`src/logic/tfc_defines.svh`:
```
`ifndef TFC_DEFINES_SVH
`define TFC_DEFINES_SVH

// ***********************
// register offsets
// ***********************
`define TFC_OFF_DEFER   12'h000
`define TFC_OFF_FEAT    12'h004

// ***********************
// field positions
// ***********************
`define TFC_B_2PD       4
`define TFC_B_BACKOFF   3
`define TFC_B_TEST      15
`define TFC_B_BURST     14
`define TFC_B_TIMER     13
`define TFC_B_POLL      12
`define TFC_B_PAD       11
`define TFC_B_STRIP     10
`define TFC_B_MISSED_COUNT_OVF      9
`define TFC_B_MISSED_COUNT_OVF_MASK     8
`define TFC_B_RXCO      5
`define TFC_B_RXCOM     4
`define TFC_B_TXS       3
`define TFC_B_TXSM      2
`define TFC_B_JAB       1
`define TFC_B_JABBER_ERR_MASK      0

// ***********************
// reset values, constants
// ***********************
`define TFC_DEFER_RST   2'h0
`define TFC_CTL_RST     6'h00
`define TFC_STAT_RST    4'h0
`define TFC_MASK_RST    4'hf
`define TFC_PAD_MIN     7'h40
`define TFC_PAD_NONE    7'h00

`endif

```
`src/logic/tfc_pkg.sv`:
```
package tfc_pkg;

    // deferral control outputs
    typedef struct packed {
        logic two_part_deferral_off;
        logic alt_backoff_en;
    } tfc_defer_t;

    // features control outputs
    typedef struct packed {
        logic test_mode_en;
        logic burst_counter_off;
        logic bus_timer_en;
        logic tx_poll_off;
        logic tx_auto_pad;
        logic rx_auto_strip;
    } tfc_feat_t;

    // one-cycle event pulses from the datapath
    typedef struct packed {
        logic missed_count_ovf;
        logic rx_collision_ovf;
        logic tx_started;
        logic jabber_err;
    } tfc_evt_t;

endpackage

```
`src/logic/tfc_test_features_control_reg.sv`:
```
// Local design decisions: register access over APB and the address map.
`timescale 1ns/1ns
`default_nettype none
`include "tfc_defines.svh"

module tfc_test_features_control_reg
    import tfc_pkg::*;
#(
    parameter int ADDR_W = 12
) (
    input  wire logic              pclk,
    input  wire logic              presetn,
    input  wire logic              psel,
    input  wire logic              penable,
    input  wire logic              pwrite,
    input  wire logic [ADDR_W-1:0] paddr,
    input  wire logic [31:0]       pwdata,
    output var  logic [31:0]       prdata,
    output var  logic              pready,
    output var  logic              pslverr,
    input  wire logic              stop_cmd,
    input  wire logic              tx_crc_off,
    input  wire logic              transmitter_on,
    input  wire logic              tx_demand,
    input  wire logic              tp_mode,
    input  wire logic              global_irq_en,
    input  wire tfc_evt_t          evt,
    output var  tfc_defer_t        defer,
    output var  tfc_feat_t         feat,
    output var  logic              test_reg_wr_en,
    output var  logic              tx_poll_auto_en,
    output var  logic              tx_poll_manual_en,
    output var  logic              tx_crc_gen_en,
    output var  logic              tx_crc_over_pad,
    output var  logic [6:0]        tx_pad_min,
    output var  logic              irq_summary_flag,
    output var  logic              irq_req
);

    // ***********************
    // parameter check
    // ***********************
    if (ADDR_W < 3) begin : g_bad_addr
        $error("ADDR_W too small for register map");
    end

    // ***********************
    // storage
    // ***********************
    tfc_defer_t  defer_q;
    tfc_defer_t  defer_d;
    tfc_feat_t   ctl_q;
    tfc_feat_t   ctl_d;
    logic [3:0]  stat_q;
    logic [3:0]  stat_d;
    logic [3:0]  mask_q;
    logic [3:0]  mask_d;
    logic        first_q;
    logic        first_d;
    logic [31:0] prdata_q;
    logic        irq_sum_q;
    logic        irq_req_q;
    logic        test_wr_q;
    logic        poll_auto_q;
    logic        poll_man_q;
    logic        crc_gen_q;
    logic        crc_pad_q;
    logic [6:0]  pad_min_q;

    // ***********************
    // flag update helper
    // ***********************
    // set beats clear in the same cycle
    function automatic logic flag_next(
        input logic q,
        input logic set,
        input logic clr
    );
        flag_next = set | (q & ~clr);
    endfunction

    // ***********************
    // apb decode
    // ***********************
    wire hit_defer = paddr == ADDR_W'(`TFC_OFF_DEFER);
    wire hit_feat  = paddr == ADDR_W'(`TFC_OFF_FEAT);
    wire hit       = hit_defer | hit_feat;
    wire access    = psel & penable;
    wire wr        = access & pwrite;
    wire wr_defer  = wr & hit_defer;
    wire wr_feat   = wr & hit_feat;
    wire rd_setup  = psel & ~penable & ~pwrite;

    assign pready  = 1'b1;
    assign pslverr = access & ~hit;

    // ***********************
    // read data
    // ***********************
    // reserved bits read as zero
    wire [15:0] defer_rd = {11'h000,
                            defer_q.two_part_deferral_off,
                            defer_q.alt_backoff_en,
                            3'h0};
    wire [15:0] feat_rd  = {ctl_q.test_mode_en,
                            ctl_q.burst_counter_off,
                            ctl_q.bus_timer_en,
                            ctl_q.tx_poll_off,
                            ctl_q.tx_auto_pad,
                            ctl_q.rx_auto_strip,
                            stat_q[3], mask_q[3],
                            2'h0,
                            stat_q[2], mask_q[2],
                            stat_q[1], mask_q[1],
                            stat_q[0], mask_q[0]};
    wire [31:0] rd_mux = hit_defer ? {16'h0000, defer_rd} :
                         hit_feat  ? {16'h0000, feat_rd}  :
                                     32'h0000_0000;

    // ***********************
    // deferral control
    // ***********************
    // stop does not touch these
    always_comb begin
        defer_d = defer_q;
        if (wr_defer) begin
            defer_d.two_part_deferral_off = pwdata[`TFC_B_2PD];
            defer_d.alt_backoff_en        = pwdata[`TFC_B_BACKOFF];
        end
    end

    // ***********************
    // features control
    // ***********************
    // test mode: one only on first write, zero sticks
    wire test_next = ctl_q.test_mode_en ? pwdata[`TFC_B_TEST]
                                        : (~first_q & pwdata[`TFC_B_TEST]);

    always_comb begin
        ctl_d   = ctl_q;
        first_d = first_q | wr_feat;
        if (wr_feat) begin
            ctl_d.test_mode_en      = test_next;
            ctl_d.burst_counter_off = pwdata[`TFC_B_BURST];
            ctl_d.bus_timer_en      = pwdata[`TFC_B_TIMER];
            ctl_d.tx_poll_off       = pwdata[`TFC_B_POLL];
            ctl_d.tx_auto_pad       = pwdata[`TFC_B_PAD];
            ctl_d.rx_auto_strip     = pwdata[`TFC_B_STRIP];
        end
    end

    // masks ignore stop
    always_comb begin
        mask_d = mask_q;
        if (wr_feat) begin
            mask_d = {pwdata[`TFC_B_MISSED_COUNT_OVF_MASK], pwdata[`TFC_B_RXCOM],
                      pwdata[`TFC_B_TXSM],  pwdata[`TFC_B_JABBER_ERR_MASK]};
        end
    end

    // ***********************
    // status flags
    // ***********************
    // jabber only counts in twisted pair mode
    wire [3:0] st_set = {evt.missed_count_ovf,
                         evt.rx_collision_ovf,
                         evt.tx_started,
                         evt.jabber_err & tp_mode};
    wire [3:0] st_w1c = {pwdata[`TFC_B_MISSED_COUNT_OVF], pwdata[`TFC_B_RXCO],
                         pwdata[`TFC_B_TXS],  pwdata[`TFC_B_JAB]};
    wire [3:0] st_clr = {4{stop_cmd}} | ({4{wr_feat}} & st_w1c);

    assign stat_d[3] = flag_next(stat_q[3], st_set[3], st_clr[3]);
    assign stat_d[2] = flag_next(stat_q[2], st_set[2], st_clr[2]);
    assign stat_d[1] = flag_next(stat_q[1], st_set[1], st_clr[1]);
    assign stat_d[0] = flag_next(stat_q[0], st_set[0], st_clr[0]);

    // ***********************
    // interrupt summary
    // ***********************
    wire irq_sum_d = |(stat_d & ~mask_d);
    wire irq_req_d = global_irq_en & irq_sum_d;

    // ***********************
    // derived controls
    // ***********************
    wire test_wr_d   = ctl_q.test_mode_en;
    wire poll_auto_d = ~ctl_q.tx_poll_off & transmitter_on;
    wire poll_man_d  = tx_demand & transmitter_on;
    wire crc_gen_d   = ctl_q.tx_auto_pad | ~tx_crc_off;
    wire crc_pad_d   = ctl_q.tx_auto_pad;
    wire [6:0] pad_min_d = ctl_q.tx_auto_pad ? `TFC_PAD_MIN
                                             : `TFC_PAD_NONE;

    // ***********************
    // registers
    // ***********************
    always_ff @(posedge pclk or negedge presetn) begin
        if (!presetn) begin
            defer_q <= `TFC_DEFER_RST;
            ctl_q   <= `TFC_CTL_RST;
            stat_q  <= `TFC_STAT_RST;
            mask_q  <= `TFC_MASK_RST;
            first_q <= 1'b0;
        end else begin
            defer_q <= defer_d;
            ctl_q   <= ctl_d;
            stat_q  <= stat_d;
            mask_q  <= mask_d;
            first_q <= first_d;
        end
    end

    always_ff @(posedge pclk or negedge presetn) begin
        if (!presetn) begin
            prdata_q <= 32'h0000_0000;
        end else if (rd_setup) begin
            prdata_q <= rd_mux;
        end
    end

    always_ff @(posedge pclk or negedge presetn) begin
        if (!presetn) begin
            irq_sum_q <= 1'b0;
            irq_req_q <= 1'b0;
        end else begin
            irq_sum_q <= irq_sum_d;
            irq_req_q <= irq_req_d;
        end
    end

    always_ff @(posedge pclk or negedge presetn) begin
        if (!presetn) begin
            test_wr_q   <= 1'b0;
            poll_auto_q <= 1'b0;
            poll_man_q  <= 1'b0;
            crc_gen_q   <= 1'b0;
            crc_pad_q   <= 1'b0;
            pad_min_q   <= `TFC_PAD_NONE;
        end else begin
            test_wr_q   <= test_wr_d;
            poll_auto_q <= poll_auto_d;
            poll_man_q  <= poll_man_d;
            crc_gen_q   <= crc_gen_d;
            crc_pad_q   <= crc_pad_d;
            pad_min_q   <= pad_min_d;
        end
    end

    // ***********************
    // outputs
    // ***********************
    assign prdata            = prdata_q;
    assign defer             = defer_q;
    assign feat              = ctl_q;
    assign test_reg_wr_en    = test_wr_q;
    assign tx_poll_auto_en   = poll_auto_q;
    assign tx_poll_manual_en = poll_man_q;
    assign tx_crc_gen_en     = crc_gen_q;
    assign tx_crc_over_pad   = crc_pad_q;
    assign tx_pad_min        = pad_min_q;
    assign irq_summary_flag  = irq_sum_q;
    assign irq_req           = irq_req_q;
endmodule

`default_nettype wire

```
`config.mk`:
```
export PLATFORM = sky130hd
export DESIGN_NAME = tfc_test_features_control_reg
export DESIGN_NICKNAME = d
export VERILOG_FILES = /design/src/logic/tfc_pkg.sv /design/src/logic/tfc_test_features_control_reg.sv
export VERILOG_INCLUDE_DIRS = /design/src /design/src/logic
export SDC_FILE = /design/constraint.sdc
export NUM_CORES = 1
export LEC_CHECK = 0
export ABC_AREA = 0
export ABC_CLOCK_PERIOD_IN_PS = 1510
export BUFFER_PORTS_ARGS = -buffer_cell sky130_fd_sc_hd__buf_4
export CORE_MARGIN = 4
export CORE_UTILIZATION = 41
export DETAILED_ROUTE_END_ITERATION = 16
export PLACE_DENSITY = 0.79
export SLEW_MARGIN = 5
export SYNTH_ARGS = -nofsm -noshare
export SYNTH_HDL_FRONTEND = slang
export SYNTH_SLANG_ARGS = --single-unit
export TNS_END_PERCENT = 100
```
`constraint.sdc`:
```
create_clock -name pclk -period 1.51 [get_ports pclk]
set_input_delay 0.302 -clock pclk [delete_from_list [all_inputs] [get_ports pclk]]
set_output_delay 0.302 -clock pclk [all_outputs]
set_load 0.03 [all_outputs]
```
==> Word-level counts from Yosys, hierarchy flattened <==
Index checks and enable logic that the tools add are counted.
{ "word_totals": {"elab_cells": 65, "register_bits": 63, "input_bits": 59} }
{ "op_classes": {"bitwise": 37, "eq_ne": 1, "mux": 5, "reduce_logical": 2} }
{ "ops": {"columns": ["cell", "n"], "rows": [
  ["$mux W16", 2],
  ["$and A1 B1 Y1", 16],
  ["$eq A12 B3 Y1 const B", 1],
  ["$logic_not A12 Y1", 1],
  ["$not A1 Y1", 10],
  ["$and A4 B4 Y4", 2],
  ["$mux W7", 1],
  ["$or A1 B1 Y1", 7],
  ["$mux W4", 1],
  ["$not A4 Y4", 1],
  ["$or A4 B4 Y4", 1],
  ["$reduce_or A4 Y1", 1],
  ["$mux W1", 1]
]} }

==> Longest topological paths before layout <==
Gate-level depths: netlist (run 1).
{ "logic_depth": {"ltp_word": 11, "mapped_depth": 6, "ltp_nobuf": 5} }

==> Worst setup path after synthesis (run 1) <==
OpenSTA, ideal clock, no wires.
{ "synth_timing": {"path_type": "input to register", "startpoint": "in paddr[11]", "endpoint": "reg defer_q (netlist bit defer[0])", "path_buffers": 0, "setup_ns": 0.125, "path_stages": 4, "t_required_ns": 1.385, "path_slack_ns": -0.677, "arrival_time_ns": 2.062, "path_cell_list": "or4_4 -> or3_4 -> or4b_4 -> mux2_4"} }
{ "synth_via": {"elab_chain_len": 2} }
{ "synth_rtl": {"columns": ["item", "line", "source"], "rows": [
  ["from (decl)", "tfc_test_features_control_reg.sv:16", "input wire logic [ADDR_W-1:0] paddr,"],
  ["$logic_not A12 Y1", "tfc_test_features_control_reg.sv:85", "wire hit_defer = paddr == ADDR_W'(`TFC_OFF_DEFER);"],
  ["$and A1 B1 Y1", "tfc_test_features_control_reg.sv:90", "wire wr_defer = wr & hit_defer;"],
  ["to (signal assigned)", "tfc_test_features_control_reg.sv:200", "defer_q <= `TFC_DEFER_RST;"],
  ["to (signal assigned)", "tfc_test_features_control_reg.sv:206", "defer_q <= defer_d;"],
  ["to (decl)", "tfc_test_features_control_reg.sv:50", "tfc_defer_t defer_q;"]
]} }
Every way passes these cells.
A chain may end at the register's enable or synchronous reset.

==> Worst setup path in the final report (run 1) <==
{ "layout_timing": {"startpoint": "in paddr[6]", "endpoint": "reg defer_q (netlist bit defer[0])"} }
Same word-level chain as after synthesis.

==> impl_metrics.toml, run 1 <==
[global_route]
grt_start_max_net_pins = 39
antenna_found_initial = 0
grt_pass1_wl_um = 6270
grt_use_total = 0.158
grt_pass1_vias = 1348
gr-total-overflow = 0

[die]
initial_core_util = 0.427
die_w_um = 72.8
dieArea_um2 = 5300
num_io_pins = 115
row_count = 23
die_y_um = 72.8
core_um2 = 4030

[critical_path]
cp_max_fo = 2
crit_family = "simple AND/OR/NAND/NOR gates"
crit_type = "input port to register"
critPathSlowestCell = "or4_4"
cp.required_ns = 1.68
worstPathArrival_ns = 2.13
crit_path_start_kind = "input port"
crit_path_max_incr_delay_ns = 0.52
crit_path_end_kind = "register"
critPathBufInv = 1
path_cells = "buf_6, or4_4, or3_4, or4b_4, mux2_4"

[synthesis]
ys_ff_latch = 38
synth_area_um2 = 1720
yosys_warnings = 0
netlist_instances = 146
synth_cell_types = 31
yosysSeqAreaShare = 0.555
avgSynthCellArea_um2 = 11.8

[detailed_routing]
drtPass1Iterations = 4
wl_met1_um = 1540
routed_wl_um = 4060
wl_met2_um = 2000
ant_nets = 0
route.met3.wl_um = 449
vias = 1340
drc = 0
wl_per_cell_um = 14.1
drtIter0Drc = 70
routed.top_layer = "met4"
vias_per_cell = 4.64

[final_layout]
final_cells = 289
drive_gt1_frac = 0.523
num-nets-final = 297
seq_area_um2 = 956
final_cell_mix = "81 x buf_4, 34 x dfrtp_1, 25 x conb_1"
multi_input_area_um2 = 706
final_common_cell = "buf_4"
nFillCells = 327
diodes = 0
syn2layout_area_growth_pct = 50.7

[placed_design]
place_ws_ns = -0.779
gp_congestion = 0.814
io_buffers = 71
dpl.cell_count = 275
dpl.hpwl_um = 3120

[sta]
fmax_mhz = 509
tns_ns = -8.71
skew_ns = 0.00581
setup_viol = 30
rsz0062_at_grt = "true"
fin_crit_ns = 1.97
fin_ws_ns = -0.457
timing.final.crit_share = 1.30
hold_slack_ns = 0.181
hold_viol = 0
maxSlewViolCount = 0

[pwr]
power_mw = 2.02
pwr-share-comb = 0.145
p_clk_frac = 0.340
vdd_drop_max_uv = 354
power_frac_seq = 0.515
swShare = 0.251
powerDensity_nw_per_um2 = 779
intPower_mw = 1.51
leakage_nw = 1.38
p_switching_mw = 0.508

[cts]
clkTransAtPathRegs_ns = 0.07
tritoncts = "built"
cts.sinks = 38
root_buffer = "clkbuf_8"
cts-htree-levels = 2
clk_path_buf_depth = 2
cts_buffers = 5
clk_latency_ns = 0.29

[status]
violations = "negative setup slack"
status = "complete, but fails checks"

[min_path]
hold_path_class = "input port to register"

[run]
maxCapViolations = 0
worst paths after layout:
path                                       start                   endpoint  slack, ns  cells past startpoint
setup / recovery                        paddr[6]       defer[0]$_DFFE_PN0P_      -0.46                      5
hold / removal                        tx_crc_off    tx_crc_gen_en$_DFF_PN0_       0.18                      2
setup reg to reg             stat_q[0]$_DFF_PN0_          irq_req$_DFF_PN0_       0.40                      5
hold reg to reg            crc_pad_d$_DFFE_PN0N_    tx_pad_min[6]$_DFF_PN0_       0.45                      0
max in group asynchronous                presetn        mask_q[2]$_DFF_PN1_       0.65                      2
min in group asynchronous                presetn  tx_poll_auto_en$_DFF_PN0_       0.51                      2
area by class of cell:
| type | instances | share of cell area |
|---|---|---|
| clock inverter | 1 | 0.00193 |
| clock buffer | 7 | 0.0333 |
| multi-input combinational | 90 | 0.272 |
| tap | 50 | 0.0241 |
| sequential | 38 | 0.368 |
| inverter | 10 | 0.0145 |
| timing repair buffer | 93 | 0.286 |
worst reg2reg max path, stage by stage, from the launching register on:
cell and delay, ns:
dfrtp_1 0.38, nand2b_1 0.10, a2bb2oi_1 0.15, o21ai_1 0.11
a22oi_2 0.15, a31oi_1 0.10
cells by family after synthesis:
| group | share of synthesized area |
|---|---|
| AO/OA/AOI/OAI | 0.110 |
| AND/OR/NAND/NOR | 0.0930 |
| other | 0.00436 |
| multiplexers | 0.0850 |
| buffers and inverters | 0.152 |
| flip-flops | 0.555 |
synthesized netlist by cell type:
cell type,n,area share
buf_2,2,0.0058
clkbuf_1,1,0.0022
nor3_1,3,0.0087
or4_4,2,0.013
mux2_4,2,0.017
nor2b_1,1,0.0036
a31oi_1,3,0.011
a21oi_1,5,0.015
nor2_1,3,0.0065
a22oi_1,1,0.0044
inv_1,10,0.022
a2bb2oi_1,1,0.0051
dfstp_2,4,0.061
o21ai_0,2,0.0058
conb_1,2,0.0044
buf_4,28,0.12
mux2i_1,6,0.035
o31ai_1,2,0.0087
dfrtp_1,34,0.49
nor3b_1,1,0.0044
or3_4,1,0.0065
nand2_1,6,0.013
and2_1,1,0.0036
or3_2,1,0.0044
mux2_2,5,0.033
or4b_4,1,0.0080
a22o_1,12,0.061
nand3_1,1,0.0029
nand4_1,1,0.0036
nor4_1,2,0.0073
nand2b_1,2,0.0073
state kept, by name, indices dropped and copies added, names as in the netlist:
register	count
crc_pad_d	1
defer	2
feat	4
first_q	1
irq_req	1
irq_summary_flag	1
mask_q	4
prdata	14
stat_q	4
test_reg_wr_en	1
test_wr_d	1
tx_crc_gen_en	1
tx_pad_min	1
tx_poll_auto_en	1
tx_poll_manual_en	1
stage by stage:
step / util / cell area, um2
detailed placement: 0.572 / 2310
CTS: 0.621 / 2500
global route: 0.644 / 2590
global placement: 0.572 / 2310
floorplan: - / 1810
finish: 0.644 / 2590
power by group through the flow:
stage | clock, mW | sequential, mW | combinational, mW
floorplan | 0 | 1.07 | 0.172
global placement | 0 | 1.06 | 0.272
detailed placement | 0 | 1.06 | 0.275
CTS | 0.714 | 1.04 | 0.286
global route | 0.768 | 1.04 | 0.316
finish | 0.688 | 1.04 | 0.292
layer usage:
| layer | track usage | vias up |
|---|---|---|
| li1 | - | 637 |
| met1 | 0.179 | 630 |
| met2 | 0.265 | 68 |
| met3 | 0.0606 | 5 |
| met4 | 0.0676 | 0 |
| met5 | 0 | - |
what timing repair did:
item,4_1_cts,5_1_grt
cloned,1,0
setup endpoints to repair,29,30
hold buffers,1,0
pin swaps,2,4
hold endpoints to repair,34,0
buffers inserted,1,4
gates resized for setup,20,14
(Power assumes the default switching activity.)
==> run 2: changes to the inputs <==
--- a/config.mk
+++ b/config.mk
@@ -10,9 +10,10 @@
 export ABC_CLOCK_PERIOD_IN_PS = 1510
 export BUFFER_PORTS_ARGS = -buffer_cell sky130_fd_sc_hd__buf_4
 export CORE_MARGIN = 4
-export CORE_UTILIZATION = 41
+export CORE_UTILIZATION = 43
+export CTS_BUF_LIST = sky130_fd_sc_hd__clkbuf_4 sky130_fd_sc_hd__clkbuf_8
 export DETAILED_ROUTE_END_ITERATION = 16
-export PLACE_DENSITY = 0.79
+export PLACE_DENSITY = 0.82
 export SLEW_MARGIN = 5
 export SYNTH_ARGS = -nofsm -noshare
 export SYNTH_HDL_FRONTEND = slang
==> run 2 against run 1 <==
Compared with the run above:
- largest power group unchanged
- register-to-register slack worse by 0.19 ns
- routed wire length increased by 4.0%
- global-route usage is 0.48 points lower
- sequential power hardly changed
- total power up 0.28%
- critical path type unchanged
- clock skew is 0.0035 ns higher
- highest routed layer unchanged
- non-clock buffer count is 6 higher
- clock power is 1% lower
- via count increased by 2.9%
- die area shrank 4.1%
- the run still ends with negative setup slack left
- sequential share of layout area fell by 1.4 points
==> impl_metrics.toml, run 2 (synthesis gave the netlist of run 1 again) <==
[status]
status = "complete, but fails checks"
violations = "negative setup slack"

[sta]
fin_ws_ns = -0.452
hold_viol = 0
rsz0062_at_grt = "true"
fmax_mhz = 510
setup_viol = 28
skew_ns = 0.00927
maxSlewViolCount = 0
timing.final.crit_share = 1.30
fin_crit_ns = 1.96

[cts]
cts_buffers = 5
clk_latency_ns = 0.28
clkTransAtPathRegs_ns = 0.07
root_buffer = "clkbuf_8"
cts-htree-levels = 2
clk_path_buf_depth = 2
tritoncts = "built"
cts.sinks = 38

[placed_design]
io_buffers = 71
place_area_um2 = 2340
place_ws_ns = -0.773
gp_congestion = 0.821
dpl.hpwl_um = 3080

[detailed_routing]
vias = 1379
drtPass1Iterations = 4
ant_nets = 0
wl_per_cell_um = 14.4
vias_per_cell = 4.71
routed_wl_um = 4230
drc = 0
drtIter0Drc = 54

[critical_path]
ff2ff_setup_slack_ns = 0.21
endpoint = "defer[1]$_DFFE_PN0P_"
cp_max_fo = 2
crit_type = "input port to register"
worstRegToRegCells = 5
worstPathArrival_ns = 2.14
cp.required_ns = 1.68
crit_path_start = "paddr[6]"
worstReg2RegStart = "stat_q[0]$_DFF_PN0_"
timing.rr.end = "irq_req$_DFF_PN0_"
crit_path_end_kind = "register"
crit_path_start_kind = "input port"

[final_layout]
num-nets-final = 303
syn2layout_area_growth_pct = 56.5
largest_reg_flops = 14
fin_area_um2 = 2700
seq_area_um2 = 956
nFillCells = 276
drive_gt1_frac = 0.563
final_cell_mix = "83 x buf_4, 34 x dfrtp_1, 25 x conb_1"
diodes = 0
multi_input_area_um2 = 753
final_common_cell = "buf_4"

[die]
num_io_pins = 115
initial_core_util = 0.457
row_count = 22
die_y_um = 71.3
dieArea_um2 = 5080
core_um2 = 3770
die_w_um = 71.3

[global_route]
gr-total-overflow = 0
grt_pass1_wl_um = 6040
grt_use_total = 0.153
grt_pass1_vias = 1250
antenna_found_initial = 0
grt_start_max_net_pins = 39

[pwr]
powerDensity_nw_per_um2 = 752
vdd_drop_max_uv = 439
leakage_nw = 1.42

[min_path]
hold_path_class = "input port to register"

[run]
maxCapViolations = 0
run 2: changes by cell type in the layout (fill, tap and decap cells not counted), sizes merged:
cell / delta
buf: +6
clkbuf: -1
clkinv: +1
run 2: repair_timing:
action | in CTS | in global routing
buffers inserted | 3 | 9
cloned | 0 | 0
pin swaps | 8 | 11
resized for setup | 21 | 28
endpoints found under the hold margin | 34 | 0
hold buffers | 1 | 0
endpoints found under the setup margin | 30 | 32
run 2: worst min-delay path by stage:
| stage | startpoint | endpoint | slack [ns] | cells past startpoint |
|---|---|---|---|---|
| global placement | presetn | prdata[10]$_DFFE_PN0P_ | 0.29 | 1 |
| global route | tx_crc_off | tx_crc_gen_en$_DFF_PN0_ | 0.19 | 2 |
| CTS | tx_crc_off | tx_crc_gen_en$_DFF_PN0_ | 0.19 | 2 |
| finish | tx_crc_off | tx_crc_gen_en$_DFF_PN0_ | 0.19 | 2 |
| detailed placement | presetn | prdata[13]$_DFFE_PN0P_ | 0.29 | 1 |
| floorplan | presetn | crc_pad_d$_DFFE_PN0N_ | 0.006 | 0 |
run 2: area by class of cell:
type                            instances  area share
Sequential cell                        38       0.355
Timing Repair Buffer                   99       0.298
Multi-Input combinational cell         90       0.279
Clock buffer                            6      0.0283
Tap cell                               48      0.0223
Inverter                               10      0.0139
Clock inverter                          2     0.00371
run 2: routing by layer:
metal  GRT usage  vias to the layer above  share of wire
met5           0                        -              0
met4      0.0772                        0          0.017
met2       0.247                       62           0.51
met3      0.0351                        5          0.087
met1       0.192                      660           0.39
li1            -                      652              -
run 2: power breakdown:
| group | internal, mW | switching (mW) |
|---|---|---|
| clock | 0.338 | 0.343 |
| sequential | 1.03 | 0.00646 |
| combinational | 0.120 | 0.188 |
| total | 1.49 | 0.537 |
run 2: stage by stage:
stage | hold slack [ns] | utilization | instances | power [mW] | setup TNS (ns)
floorplan | 0.00641 | - | 169 | 1.24 | -9.50
global placement | 0.288 | 0.620 | 277 | 1.33 | -16.72
detailed placement | 0.295 | 0.620 | 277 | 1.34 | -17.65
CTS | 0.191 | 0.676 | 289 | 2.03 | -8.80
global route | 0.190 | 0.715 | 293 | 2.11 | -8.47
finish | 0.194 | 0.715 | 293 | 2.03 | -7.43
run 2: worst max-delay path, stage by stage:
cell and delay [ns]:
buf_6 0.09, or4_4 0.52, or3_4 0.40, or4b_4 0.51
mux2_4 0.31
==> run 3: changes to the inputs <==
--- a/config.mk
+++ b/config.mk
@@ -14,6 +14,7 @@
 export CTS_BUF_LIST = sky130_fd_sc_hd__clkbuf_4 sky130_fd_sc_hd__clkbuf_8
 export DETAILED_ROUTE_END_ITERATION = 16
 export PLACE_DENSITY = 0.82
+export REMOVE_ABC_BUFFERS = 1
 export SLEW_MARGIN = 5
 export SYNTH_ARGS = -nofsm -noshare
 export SYNTH_HDL_FRONTEND = slang
==> run 3 against run 2 <==
Compared with the run above:
- the flow still finishes with violations (negative setup slack)
- sequential power hardly changed
- combinational power is 5% lower
- global-route usage is 0.42 points higher
- maximum frequency is 1.5% lower
- worst hold slack worse by 0.016 ns
- final cell count is 2.7% lower
- register-to-register slack better by 0.14 ns
- worst setup slack worse by 0.030 ns
- largest cell class unchanged
==> impl_metrics.toml, run 3 (synthesis gave the netlist of run 1 again) <==
[critical_path]
endpoint = "defer[1]$_DFFE_PN0P_"
worstRegToRegCells = 5
crit_type = "input port to register"
crit_path_start_kind = "input port"
cp_max_fo = 2
crit_path_start = "paddr[0]"
cp.required_ns = 1.68
crit_path_end_kind = "register"
worstPathArrival_ns = 2.16
timing.rr.end = "irq_req$_DFF_PN0_"
worstReg2RegStart = "stat_q[0]$_DFF_PN0_"
ff2ff_setup_slack_ns = 0.35

[cts]
clk_path_buf_depth = 2
root_buffer = "clkbuf_8"
tritoncts = "built"
cts-htree-levels = 2
cts_buffers = 5
cts.sinks = 38
clkTransAtPathRegs_ns = 0.07
clk_latency_ns = 0.28

[global_route]
grt_pass1_wl_um = 6310
grt_use_total = 0.157
antenna_found_initial = 0
grt_start_max_net_pins = 39
grt_pass1_vias = 1338
gr-total-overflow = 0

[pwr]
powerDensity_nw_per_um2 = 786
leakage_nw = 1.38
power_mw = 2.05
vdd_drop_max_uv = 600

[sta]
tns_ns = -7.70
skew_ns = 0.00290
maxSlewViolCount = 0
hold_viol = 0
rsz0062_at_grt = "true"
fin_crit_ns = 1.99
hold_slack_ns = 0.179
timing.final.crit_share = 1.32
fin_ws_ns = -0.482
fmax_mhz = 502
setup_viol = 29

[final_layout]
nFillCells = 291
final_common_cell = "buf_4"
final_cells = 285
largest_reg_flops = 14
seq_area_um2 = 956
drive_gt1_frac = 0.540
num-nets-final = 295
syn2layout_area_growth_pct = 51.6
multi_input_area_um2 = 731
diodes = 0
final_cell_mix = "78 x buf_4, 34 x dfrtp_1, 25 x conb_1"

[die]
core_um2 = 3770
num_io_pins = 115
dieArea_um2 = 5080
initial_core_util = 0.457
die_y_um = 71.3
row_count = 22
die_w_um = 71.3

[detailed_routing]
routed_wl_um = 4140
drtIter0Drc = 44
vias_per_cell = 4.74
wl_per_cell_um = 14.5
drc = 0
vias = 1352
ant_nets = 0
drtPass1Iterations = 4

[status]
violations = "negative setup slack"
status = "complete, but fails checks"

[placed_design]
io_buffers = 71
gp_congestion = 0.782
dpl.hpwl_um = 3130
place_ws_ns = -0.789
dpl.cell_count = 271

[min_path]
hold_path_class = "input port to register"

[run]
maxCapViolations = 0
run 3: cell count changes in the layout (fill, tap and decap cells not counted), sizes merged:
| cell | before | now |
|---|---|---|
| buf | 98 | 90 |
| clkbuf | 6 | 7 |
| clkinv | 2 | 1 |
run 3: power by group:
part	internal [mW]	total (mW)	switching [mW]
combinational	0.110	0.292	0.182
clock	0.386	0.718	0.332
sequential	1.03	1.04	0.00727
total	1.53	2.05	0.522
run 3: worst max-delay path: stages:
cell and delay [ns]:
buf_6 0.09, or4_4 0.53, or3_4 0.40, or4b_4 0.52
mux2_4 0.32
run 3: worst min path at each step:
stage | endpoint | start | slack, ns | cells after the start
2_1_floorplan | crc_pad_d$_DFFE_PN0N_ | presetn | 0.006 | 0
3_3_place_gp | tx_poll_manual_en$_DFF_PN0_ | presetn | 0.29 | 1
3_5_place_dp | prdata[12]$_DFFE_PN0P_ | presetn | 0.29 | 1
4_1_cts | tx_crc_gen_en$_DFF_PN0_ | tx_crc_off | 0.17 | 2
5_1_grt | tx_crc_gen_en$_DFF_PN0_ | tx_crc_off | 0.16 | 2
6_report | tx_crc_gen_en$_DFF_PN0_ | tx_crc_off | 0.18 | 2
run 3: cell type report:
| cell class | count | share of cell area |
|---|---|---|
| sequential | 38 | 0.366 |
| inverter | 10 | 0.0144 |
| clock inverter | 1 | 0.00192 |
| clock buffer | 7 | 0.0345 |
| tap | 48 | 0.0230 |
| timing repair buffer | 91 | 0.280 |
| multi-input combinational | 90 | 0.280 |
run 3: timing repair:
item | CTS | global route
hold buffers | 1 | 0
pin swaps | 5 | 8
endpoints found under the hold margin | 34 | 0
resized for setup | 21 | 19
setup buffers | 2 | 4
setup endpoints to repair | 30 | 33
run 3: per-layer routing:
| metal | global-route usage | up-vias | share of wire |
|---|---|---|---|
| met2 | 0.274 | 58 | 0.52 |
| li1 | - | 635 | - |
| met5 | 0 | - | 0 |
| met4 | 0.0438 | 0 | 0.0060 |
| met1 | 0.186 | 655 | 0.38 |
| met3 | 0.0505 | 4 | 0.091 |
run 3: through the flow:
step | util | cell area (um2)
global placement | 0.607 | 2290
CTS | 0.663 | 2500
detailed placement | 0.607 | 2290
floorplan | - | 1580
finish | 0.692 | 2610
global route | 0.692 | 2610
